[config.mk]
export PLATFORM = sky130hd
export DESIGN_NAME = terminal_interrupt_reset_logic
export DESIGN_NICKNAME = d
export VERILOG_FILES = /design/src/shared/irq_reset_pkg.sv /design/src/reset_edge_flag.sv /design/src/terminal_interrupt_reset_logic.sv
export VERILOG_INCLUDE_DIRS = /design/src /design/src/shared
export SDC_FILE = /design/constraint.sdc
export NUM_CORES = 1
export LEC_CHECK = 0
export ABC_AREA = 1
export BUFFER_PORTS_ARGS = -buffer_cell sky130_fd_sc_hd__buf_2
export CORE_ASPECT_RATIO = 1.25
export CORE_MARGIN = 2
export CORE_UTILIZATION = 40
export DETAILED_ROUTE_END_ITERATION = 10
export GPL_TIMING_DRIVEN = 0
export PLACE_DENSITY_LB_ADDON = 0.3
export SYNTH_ARGS = -nofsm -noshare
export SYNTH_HDL_FRONTEND = slang
export SYNTH_SLANG_ARGS = --single-unit
[constraint.sdc]
create_clock -name clock -period 1.8 [get_ports clock]
set_input_delay 0.09 -clock clock [delete_from_list [all_inputs] [get_ports clock]]
set_output_delay 0.09 -clock clock [all_outputs]
set_load 0.01 [all_outputs]
[src/shared/irq_reset_consts.svh]
// Address, field and timing constants for the interrupt and reset logic.
`ifndef IRQ_RESET_CONSTS_SVH
`define IRQ_RESET_CONSTS_SVH
`define IRQ_REG_ADDR     16'hF7F0
`define IRQ_REG_MASK     16'hFFF8
`define NUM_IRQ_LINES    6
`define VEC_IRQ_ADDR     16'hFFF8
`define VEC_SWI_ADDR     16'hFFFA
`define VEC_NMI_ADDR     16'hFFFC
`define VEC_RESET_ADDR   16'hFFFE
`define RWM_TOP_ADDR     16'hF6FF
`define IO_BASE_ADDR     16'hF700
`define IO_TOP_ADDR      16'hF7FF
`define ROM_BASE_ADDR    16'hF800
`define DISP_LOW8_BASE   16'h6000
`define DISP_LOW4_BASE   16'h7000
`define DISP_HIGH4_BASE  16'hE000
`define DISP_LOW_TOP     16'h7FFF
`define DISP_HIGH_TOP    16'hEFFF
`define CRA_IRQ_OUT_LSB  3
`define CRA_IRQ_OUT_PAT  3'h6
`define CRB_FLAG_BIT     7
`define PRB_GRESET_BIT   6
`define PRA_KBRESET_BIT  1
`define POR_CYCLES       16
`define VSYNC_PERIOD_MS  20
`endif

[src/shared/irq_reset_pkg.sv]
// Types shared by the interrupt and reset logic.
package irq_reset_pkg;
  typedef enum logic [1:0] {
    DISP_LOW8  = 2'h0,
    DISP_LOW4  = 2'h1,
    DISP_HIGH4 = 2'h2
  } disp_place_t;
  typedef enum logic [1:0] {
    POR_HOLD = 2'h0,
    POR_DONE = 2'h1
  } por_state_t;
endpackage : irq_reset_pkg

[src/reset_edge_flag.sv]
// Sticky flag set on a rising edge of an input, cleared by a read pulse.
`timescale 1ns/1ns
module reset_edge_flag (
  // Clock and reset.
  input  wire logic clock,
  input  wire logic reset,
  input  wire logic clock_enable,
  // Event and clear.
  input  wire logic level_in,
  input  wire logic clear,
  // Flag.
  output logic      flag_ff
);
  logic prev_ff;

  // Edge detection and sticky flag; a set beats a clear in the same cycle.
  always_ff @(posedge clock) begin
    if (reset) begin
      prev_ff <= 1'b0;
      flag_ff <= 1'b0;
    end else if (clock_enable) begin
      prev_ff <= level_in;
      if (level_in && !prev_ff) begin
        flag_ff <= 1'b1;
      end else if (clear) begin
        flag_ff <= 1'b0;
      end
    end
  end
endmodule : reset_edge_flag

[src/terminal_interrupt_reset_logic.sv]
// Interrupt request, reset and address area logic of the terminal board.
`timescale 1ns/1ns
`include "irq_reset_consts.svh"
module terminal_interrupt_reset_logic
  import irq_reset_pkg::*;
#(
  parameter int POR_LEN = `POR_CYCLES
) (
  // Clock and reset.
  input  wire logic        clock,
  input  wire logic        reset,
  input  wire logic        clock_enable,
  // Processor bus.
  input  wire logic [15:0] cpu_addr,
  input  wire logic        cpu_read,
  input  wire logic        cpu_valid,
  input  wire logic        vector_fetch,
  // Parallel adapter register state seen by this logic.
  input  wire logic [7:0]  adapter_ctrl_a,
  input  wire logic [7:0]  adapter_port_a,
  input  wire logic [7:0]  adapter_port_b,
  input  wire logic        crb_read,
  // Interrupt sources.
  input  wire logic        vsync_in,
  input  wire logic        keyboard_interrupt_line,
  input  wire logic        printer_interrupt_line,
  input  wire logic        link_interrupt_line,
  input  wire logic        modem_interrupt_line,
  // Test panel, reset button and display placement.
  input  wire logic        test_control_panel_inhibit,
  input  wire logic        test_control_panel_nmi,
  input  wire logic        reset_button,
  input  wire logic [1:0]  display_place,
  // Processor side outputs.
  output logic             cpu_irq_ff,
  output logic             cpu_nmi_ff,
  output logic             cpu_reset_ff,
  output logic [7:0]       read_data_ff,
  output logic             read_hit_ff,
  // Vector and area decode.
  output logic [1:0]       vector_sel_ff,
  output logic             vector_hit_ff,
  output logic             rwm_sel_ff,
  output logic             rom_sel_ff,
  output logic             io_sel_ff,
  output logic             display_sel_ff,
  // Board resets.
  output logic             adapter_reset_ff,
  output logic             general_reset_ff,
  output logic             reset_button_flag_ff,
  output logic             port_b_control_input_ff,
  output logic             keyboard_reset_output_ff
);
  localparam int NL = `NUM_IRQ_LINES;
  logic [NL-1:0]   lines;
  logic            soft_interrupt_line;
  logic            vsync_interrupt_line;
  logic            any_line;
  logic            reg_hit;
  logic            por_active;
  logic [15:0]     por_cnt_ff;
  por_state_t      por_state_ff;
  logic [15:0]     disp_base;
  logic [15:0]     disp_top;
  logic            nxt_irq;

  // Line zero fires when the control field holds the output pattern.
  assign soft_interrupt_line = (adapter_ctrl_a[`CRA_IRQ_OUT_LSB +: 3]
                                == `CRA_IRQ_OUT_PAT);
  // Vertical sync passes through the adapter as the periodic tick.
  assign vsync_interrupt_line = vsync_in;
  // Source line order in the interrupt register.
  assign lines = {modem_interrupt_line, link_interrupt_line,
                  printer_interrupt_line, keyboard_interrupt_line,
                  vsync_interrupt_line, soft_interrupt_line};
  assign any_line = |lines;
  assign nxt_irq = any_line && !test_control_panel_inhibit;
  assign reg_hit = cpu_valid
                   && ((cpu_addr & `IRQ_REG_MASK) == `IRQ_REG_ADDR);
  assign por_active = (por_state_ff == POR_HOLD);

  // Interrupt request and non-maskable request to the processor.
  always_ff @(posedge clock) begin
    if (reset) begin
      cpu_irq_ff <= 1'b0;
      cpu_nmi_ff <= 1'b0;
    end else if (clock_enable) begin
      cpu_irq_ff <= nxt_irq;
      cpu_nmi_ff <= test_control_panel_nmi;
    end
  end

  // Interrupt register: live line states, writes ignored, top bits zero.
  always_ff @(posedge clock) begin
    if (reset) begin
      read_data_ff <= 8'h00;
      read_hit_ff  <= 1'b0;
    end else if (clock_enable) begin
      read_hit_ff <= reg_hit && cpu_read;
      if (reg_hit && cpu_read) begin
        read_data_ff <= {2'h0, lines};
      end else begin
        read_data_ff <= 8'h00;
      end
    end
  end

  // Power-on counter holds processor, adapter and board in reset.
  always_ff @(posedge clock) begin
    if (reset) begin
      por_cnt_ff   <= 16'h0000;
      por_state_ff <= POR_HOLD;
    end else if (clock_enable) begin
      if (por_state_ff == POR_HOLD) begin
        if (por_cnt_ff == 16'(POR_LEN - 1)) begin
          por_state_ff <= POR_DONE;
        end else begin
          por_cnt_ff <= por_cnt_ff + 16'h0001;
        end
      end
    end
  end

  // Reset outputs; the program reset touches only the board.
  always_ff @(posedge clock) begin
    if (reset) begin
      cpu_reset_ff     <= 1'b1;
      adapter_reset_ff <= 1'b1;
      general_reset_ff <= 1'b1;
    end else if (clock_enable) begin
      cpu_reset_ff     <= por_active || reset_button;
      adapter_reset_ff <= por_active;
      general_reset_ff <= por_active
                          || adapter_port_b[`PRB_GRESET_BIT];
    end
  end

  // Reset button feeds the port-B control input of the adapter.
  always_ff @(posedge clock) begin
    if (reset) begin
      port_b_control_input_ff <= 1'b0;
    end else if (clock_enable) begin
      port_b_control_input_ff <= reset_button;
    end
  end

  // Flag readable as control register B bit seven, cleared by that read.
  reset_edge_flag button_flag (
    .clock        (clock),
    .reset        (reset || por_active),
    .clock_enable (clock_enable),
    .level_in     (reset_button),
    .clear        (crb_read),
    .flag_ff      (reset_button_flag_ff)
  );

  // Keyboard reset follows port-A bit one.
  always_ff @(posedge clock) begin
    if (reset) begin
      keyboard_reset_output_ff <= 1'b0;
    end else if (clock_enable) begin
      keyboard_reset_output_ff <= adapter_port_a[`PRA_KBRESET_BIT];
    end
  end

  // Vector pair decode: 0 irq, 1 swi, 2 nmi, 3 reset.
  always_ff @(posedge clock) begin
    if (reset) begin
      vector_sel_ff <= 2'h3;
      vector_hit_ff <= 1'b0;
    end else if (clock_enable) begin
      vector_hit_ff <= cpu_valid && vector_fetch
                       && (cpu_addr >= `VEC_IRQ_ADDR);
      vector_sel_ff <= cpu_addr[2:1];
    end
  end

  // Display area bounds from the placement choice.
  always_comb begin
    case (display_place)
      DISP_LOW8: begin
        disp_base = `DISP_LOW8_BASE;
        disp_top  = `DISP_LOW_TOP;
      end
      DISP_LOW4: begin
        disp_base = `DISP_LOW4_BASE;
        disp_top  = `DISP_LOW_TOP;
      end
      DISP_HIGH4: begin
        disp_base = `DISP_HIGH4_BASE;
        disp_top  = `DISP_HIGH_TOP;
      end
      default: begin
        disp_base = `DISP_LOW8_BASE;
        disp_top  = `DISP_LOW_TOP;
      end
    endcase
  end

  // Address area selects.
  always_ff @(posedge clock) begin
    if (reset) begin
      rwm_sel_ff     <= 1'b0;
      rom_sel_ff     <= 1'b0;
      io_sel_ff      <= 1'b0;
      display_sel_ff <= 1'b0;
    end else if (clock_enable) begin
      rwm_sel_ff <= cpu_valid && (cpu_addr <= `RWM_TOP_ADDR);
      io_sel_ff  <= cpu_valid && (cpu_addr >= `IO_BASE_ADDR)
                    && (cpu_addr <= `IO_TOP_ADDR);
      rom_sel_ff <= cpu_valid && cpu_read
                    && (cpu_addr >= `ROM_BASE_ADDR);
      display_sel_ff <= cpu_valid && (cpu_addr >= disp_base)
                        && (cpu_addr <= disp_top);
    end
  end
endmodule : terminal_interrupt_reset_logic

Yosys cells after proc, flatten, opt, wreduce, memory -nomap -nowiden. Cells that the tools add are included.

Add/subtract/negate cells: 1. $lt $le $gt $ge: 7. Equality and inequality tests: 5. Multiplexer cells: 5. Bitwise gates (word level): 1. Reductions and logical operators: 24.

Operators by type and width (count): $ge 16x16->1 const B (3); $le 16x16->1 const B (2); $pmux 16 s2 (1); $add 16x1->16 const B (1); $eq 16x4->1 const B (1); $ge 16x16->1 (1); $le 16x16->1 (1); $mux 16 (1); $eq 13x13->1 const B (1); $logic_and 1x1->1 (13); $mux 6 (1); $reduce_and 3->1 (2); $reduce_or 6->1 (1); $eq 3x3->1 const B (1); $logic_or 1x1->1 (3); $eq 2x1->1 const B (1); $eq 2x2->1 const B (1); $logic_not 1->1 (2); $logic_not 2->1 (1); $mux 1 (2); $reduce_and 2->1 (1); $reduce_bool 2->1 (1); $not 1->1 (1).

Flip-flop bits (word level): 42.

Longest topological paths before layout. Gate-level depths: netlist of the first run.

Word-level depth: 5. Gate-level depth with buffers: 11.

Hierarchy. A second synthesis of the first run with hierarchy kept.

Cells, all modules: 332. Area total of the unflattened synthesis: 2229.6 um2.

By module, submodules not included: terminal_interrupt_reset_logic (instances 1, cells an instance 321, area an instance 2148.3 um2); reset_edge_flag (instances 1, cells an instance 11, area an instance 81.3 um2).

Least setup slack after synthesis of the first run. No wires, ideal clock.

Path kind: reg-to-reg. From: register por_cnt_ff[0]. To: register por_cnt_ff[2]. Arrival: 1.293 ns. Data required time: 1.731 ns. Setup slack: 0.438 ns. Cell stages (with the launch flop): 9. Period minus slack after synthesis: 1.362 ns. Path through: dfxtp_1 ha_1 nand3_2 nor2_4 nand2_4 nand2_4 buf_12 nand2_1 a21oi_2.

Word-level cells in the longest chain between the ends: 3. Elaborated cells between the ends (all ways): 4.

RTL lines: start: declaration (line terminal_interrupt_reset_logic.sv:61) `logic [15:0] por_cnt_ff;`; start signal: assignment (line terminal_interrupt_reset_logic.sv:118) `por_cnt_ff <= por_cnt_ff + 16'h0001;`; parallel branches: the longest is 3 deep, another holds $add 16x1->16.

Parallel ways; which one is timed is not known. A chain may end at the register's enable or synchronous reset.

Final worst setup path of the first run. Ends and elaborated chain as after synthesis.

==> results of run 1 <==
## routing by layer
metal  vias up  wire, um  share of wire [%]  GRT usage (%)
li1       1181         -                  -              -
met1       980      2300                 43           20.5
met2        61      2770                 52           33.7
met3        10       200                3.8           3.57
met4         0        46               0.86           6.86
met5         -         0                  0              0
## stage by stage
step	setup WS (ps)	utilization (%)	total power (uW)	area [sq um]
floorplan	438	-	1060	2240
global placement	271	48.3	1150	2610
detailed placement	272	48.3	1160	2610
CTS	234	51.4	2190	2780
global route	113	51.4	2260	2780
finish	250	51.4	2170	2780
## timing repair
item,CTS,global route
endpoints found under the setup margin,0,0
hold endpoints to repair,1,0
hold buffers,1,0
## worst paths after layout
kind,startpoint,endpoint,slack [ps],depth (start not counted)
worst max-delay path,por_cnt_ff[0]$_SDFFE_PP0P_,por_cnt_ff[2]$_SDFFE_PP0P_,250,8
worst min-delay path,adapter_port_a[1],keyboard_reset_output_ff$_SDFFE_PP0P_,10,3
worst max register to register,por_cnt_ff[0]$_SDFFE_PP0P_,por_cnt_ff[2]$_SDFFE_PP0P_,250,8
worst min register to register,adapter_reset_ff$_SDFFE_PP1P_,adapter_reset_ff$_SDFFE_PP1P_,460,2
## synth_stat cells
cell        n
nor2_4      3
dfxtp_1    40
buf_6       1
nand2_2     5
or2_2       1
a31o_2      1
o21bai_1    1
nand2_1   103
nor2_1     51
nor3_2      1
nor3_1      2
inv_1      27
a21boi_4    1
nand3_1    17
xor2_1      2
buf_12      1
clkbuf_1    7
buf_4       2
nand3_2     1
nor3b_1     2
nor2_2      2
ha_1        5
conb_1      1
a21oi_1    19
o31ai_1     1
nand4_1     8
a21oi_2    10
inv_2       2
xnor2_1     4
o21ai_0     9
nand2_4     2
## cell families (layout without fill, tap and decap cells)
group | count (synthesis) | in the layout | share of synthesized area, %
simple gates | 198 | 198 | 38.7
compound gates | 42 | 42 | 12.1
flops | 40 | 40 | 35.8
buf+inv | 40 | 107 | 8.11
xor+xnor | 6 | 6 | 2.35
fa+ha+maj | 5 | 5 | 2.80
other cells | 1 | 2 | 0.168
## layout make-up
type | instances | area share (%)
Timing Repair Buffer | 59 | 10.8
Sequential cell | 40 | 28.8
Buffer | 11 | 2.61
Multi-Input combinational cell | 253 | 45.2
Clock inverter | 3 | 3.24
Inverter | 29 | 3.92
Clock buffer | 5 | 2.48
Tap cell | 64 | 2.88
## power breakdown
part / switching (uW) / total, uW / leakage, uW / internal (uW)
Clock: 340 / 1030 / 0.0000784 / 694
Sequential: 11.0 / 915 / 0.000325 / 904
Combinational: 129 / 220 / 0.000825 / 91.3
## worst max-delay path: stages (launching register included)
cell and delay (ps):
dfxtp_1 360, ha_1 230, nand3_2 160, nor2_4 200
nand2_4 80, nand2_4 100, buf_12 140, nand2_1 70
a21oi_2 130
==> flow_summary.ini, run 1 <==
[outcome]
status = finished, final reports clean

[final_layout]
fin_nets = 461
reg_top3 = por_cnt_ff (16), read_data_ff (6), vector_sel_ff (2)
final_cells = 464
post_route_cells_drive_above_1_share_pct = 24.8
layout_commonest_cell = nand2_1
multi_input_area_sq_mm = 0.00126
nFillCells = 559
final-seq-area_sq_um = 801
area_growth_pct = 24.3
antennaDiodeCount = 0
regMostFlops = por_cnt_ff
largest_reg_flops = 16
layout_common_cells = nand2_1 (103), buf_2 (58), nor2_1 (51)

[clocking]
cts_resized = 0
cts_sinks = 40
clock-root-buffer = clkbuf_8
clk_latency_ps = 300
cts_setup_buffers = 0
h-tree-depth = 2
cts.path.max_buffers = 2
cts_tree = done
cts_buffers = 5
cts.clk_slew.worst_paths_ps = 90

[sta]
skew_ps = 8.87
hold_viol = 0
slew_viol_final = 0
setup_tns_ps = 0
relSlewSlack_pct = 55.9
finalSetupViolations = 0
rsz0062_at_grt = false
max_freq_ghz = 0.645
hold_ws_ps = 14.5
period_minus_slack_ps = 1550
worstMarginPinSlew_ps = 661
finalCritPeriodShare_pct = 86.1

[grt]
grt_pass1_wl_um = 9070
grt_usage_pct = 18.2
grt_max_degree = 14
grt_pass1_vias = 2089
grt-ovfl-total = 0
antenna_found_initial = 0

[floorplan]
die-height_um = 87.6
core_sq_mm = 0.00541
initial_core_util_pct = 41.4
row_count = 30
pin_count = 81
fp.dieArea_sq_mm = 0.00621
die-width_um = 70.9

[yosys]
synth.cell_area_sq_mm = 0.00224
yosys.area.top_type = dfxtp_1
synth_cells = 332
yosys-top-cells-area = dfxtp_1 (36%), nand2_1 (17%), nor2_1 (8.6%), inv_1 (4.5%), a21oi_1 (4.3%)
synth.yosys.seq_area_share_pct = 35.8
ys_seq_elements = 40
yosys_warnings = 0
synth_top_area_share_pct = 35.8
avgSynthCellArea_sq_um = 6.73
ys_types = 31

[setup_path]
worstSetupPathType = flip-flop to flip-flop
end_kind = flip-flop
worstPathArrival_ps = 1780
start_kind = flip-flop
crit_required_ps = 2020
cp_max_fo = 10

[place]
hpwl_um = 4080
gp_congestion = 0.854
placed_cells = 455
io_buffer_count = 58

[drt]
routed_wl_um = 5320
viasPerCell = 4.81
wire_per_inst_um = 11.5
vias = 2232
ant_nets = 0
drtIter0Drc = 69
firstDrtPassIters = 4
drc = 0

[worst_hold_path]
hold_class = primary input to flip-flop

[power]
vdd_drop_max_mv = 0.402
p_leak_uw = 0.00123
powerDensity_mw_per_mm2 = 780

[run]
cap_violations = 0
Note: power is estimated with default switching activity, not from simulation.
==> run 2: changes to the inputs <==
Settings changed: CORE_ASPECT_RATIO 1.25 to 1.1.
==> run 2 against run 1 <==
Against the previous run:
- utilization fell by 0.62 points
- wire length fell by 4.2%
- via count fell by 0.99%
- clock power fell by 27%
- sequential power barely moved
- worst hold slack got worse by 8.8 ps
- register-to-register slack barely moved
- critical path type unchanged
- largest cell class unchanged
- highest routed layer unchanged
==> flow_summary.ini, run 2 (same netlist as run 1, synthesis figures left out) <==
[final_layout]
antennaDiodeCount = 0
area_growth_pct = 22.6
layout_common_cells = nand2_1 (103), buf_2 (58), nor2_1 (51)
largest_reg_flops = 16
fin_area_sq_mm = 0.00274
reg_top3 = por_cnt_ff (16), read_data_ff (6), vector_sel_ff (2)
post_route_cells_drive_above_1_share_pct = 24.8
nFillCells = 579
regMostFlops = por_cnt_ff
layout_commonest_cell = nand2_1
fin_nets = 460

[power]
powerDensity_mw_per_mm2 = 685
p_leak_uw = 0.00120
vdd_drop_max_mv = 0.301
pwr-share-seq_pct = 48.7
switchingPower_uw = 467
clkPwrFrac_pct = 39.8
pwr-share-comb_pct = 11.5
p_sw_share_pct = 24.9
p_int_uw = 1410

[sta]
slew_viol_final = 0
skew_ps = 7.17
hold_viol = 0
finalSetupViolations = 0
relSlewSlack_pct = 58.4
worstMarginPinSlew_ps = 624
max_freq_ghz = 0.646
setup_tns_ps = 0
hold_ws_ps = 5.66
finalCritPeriodShare_pct = 86.0
finalWorstSetupSlack_ps = 253
rsz0062_at_grt = false
period_minus_slack_ps = 1550

[drt]
firstDrtPassIters = 4
viasPerCell = 4.66
wire_per_inst_um = 10.7
ant_nets = 0
drc = 0
routed_wl_um = 5100
drtIter0Drc = 147
vias = 2210

[clocking]
cts.path.max_buffers = 2
cts_tree = done
cts_buffers = 5
cts_sinks = 40
clk_latency_ps = 290
clock-root-buffer = clkbuf_8
cts_resized = 0
cts.clk_slew.worst_paths_ps = 80
cts_hold_buffers = 0
h-tree-depth = 2
cts_setup_buffers = 0

[place]
gp_congestion = 0.860
io_buffer_count = 58
placed_area_sq_mm = 0.00262
post-place-ws_ps = 255
hpwl_um = 3990

[floorplan]
die-width_um = 75.3
pin_count = 81
initial_core_util_pct = 41.4
fp.dieArea_sq_mm = 0.00620
core_sq_mm = 0.00540
die-height_um = 82.4
row_count = 28

[setup_path]
cpMostUsedCell = nand2_4
crit_chain = ha_1 -> nand3_2 -> nor2_4 -> nand2_4 -> nand2_4 -> buf_12 -> nand2_1 -> a21oi_2
worstSetupPathType = flip-flop to flip-flop
path_buf_inv = 1
start_kind = flip-flop
critPathTopFamily = simple AND/OR/NAND/NOR gates
end_kind = flip-flop
max_stage_delay_ps = 360
cp_max_fo = 10
critical_path.slowest_cell = dfxtp_1
crit_required_ps = 2030
worstPathArrival_ps = 1780

[grt]
antenna_found_initial = 0
grt_max_degree = 15
grt-ovfl-total = 0
grt_usage_pct = 17.9
grt_pass1_vias = 2050
grt_pass1_wl_um = 8670

[outcome]
status = finished, final reports clean

[worst_hold_path]
hold_class = primary input to flip-flop

[run]
cap_violations = 0
-- run 2: cell types whose count changed in the layout (fill, tap and decap cells not counted) --
cell           previous run  this run
dlygate4sd3_1             1         0
bufinv_16                 3         1
clkinv_4                  0         2
-- run 2: power by group through the flow --
stage          clock (uW)  sequential [uW]  combinational [uW]
6_report              747              914                 217
5_1_grt               795              917                 251
4_1_cts               764              914                 220
3_5_place_dp            0              935                 219
3_3_place_gp            0              935                 215
2_1_floorplan           0              942                 118
-- run 2: worst reg2reg max path, delay by kind of cell, from the launching register on --
family	cells	cell delay, ps
buf+inv	1	140
fa+ha+maj	1	230
compound gates	1	130
simple gates	5	620
flops	1	360
-- run 2: path summary, 6_finish.rpt --
check / start / to / slack (ps) / cells after the start
worst max-delay path: por_cnt_ff[0]$_SDFFE_PP0P_ / por_cnt_ff[8]$_SDFFE_PP0P_ / 250 / 8
worst min-delay path: adapter_port_b[6] / general_reset_ff$_SDFFE_PP1P_ / 6 / 3
worst max register to register: por_cnt_ff[0]$_SDFFE_PP0P_ / por_cnt_ff[8]$_SDFFE_PP0P_ / 250 / 8
worst min register to register: vector_sel_ff[1]$_SDFFE_PP1P_ / vector_sel_ff[1]$_SDFFE_PP1P_ / 450 / 2
-- run 2: area by class of cell --
type                    count  area, sq um  share of cell area, %
multi-input cells         253         1260                   45.9
flip-flops and latches     40          801                   29.2
repair buffers             58          290                   10.6
inverters                  29          109                   3.97
well taps                  75         93.8                   3.42
plain buffers              11         72.6                   2.65
clock buffers               5         68.8                   2.51
clock inverters             3         47.5                   1.74
-- run 2: per-layer routing --
metal	vias up	global-route usage [%]	wire (um)
met2	54	31.1	2430
met3	8	2.91	218
met5	-	0	0
met1	965	22.1	2360
li1	1183	-	-
met4	0	6.14	89
-- run 2: through the flow --
step	std cells	util (%)	total power, uW
global route	474	50.8	1960
detailed placement	466	48.6	1150
finish	474	50.8	1880
floorplan	333	-	1060
global placement	466	48.6	1150
CTS	474	50.8	1900
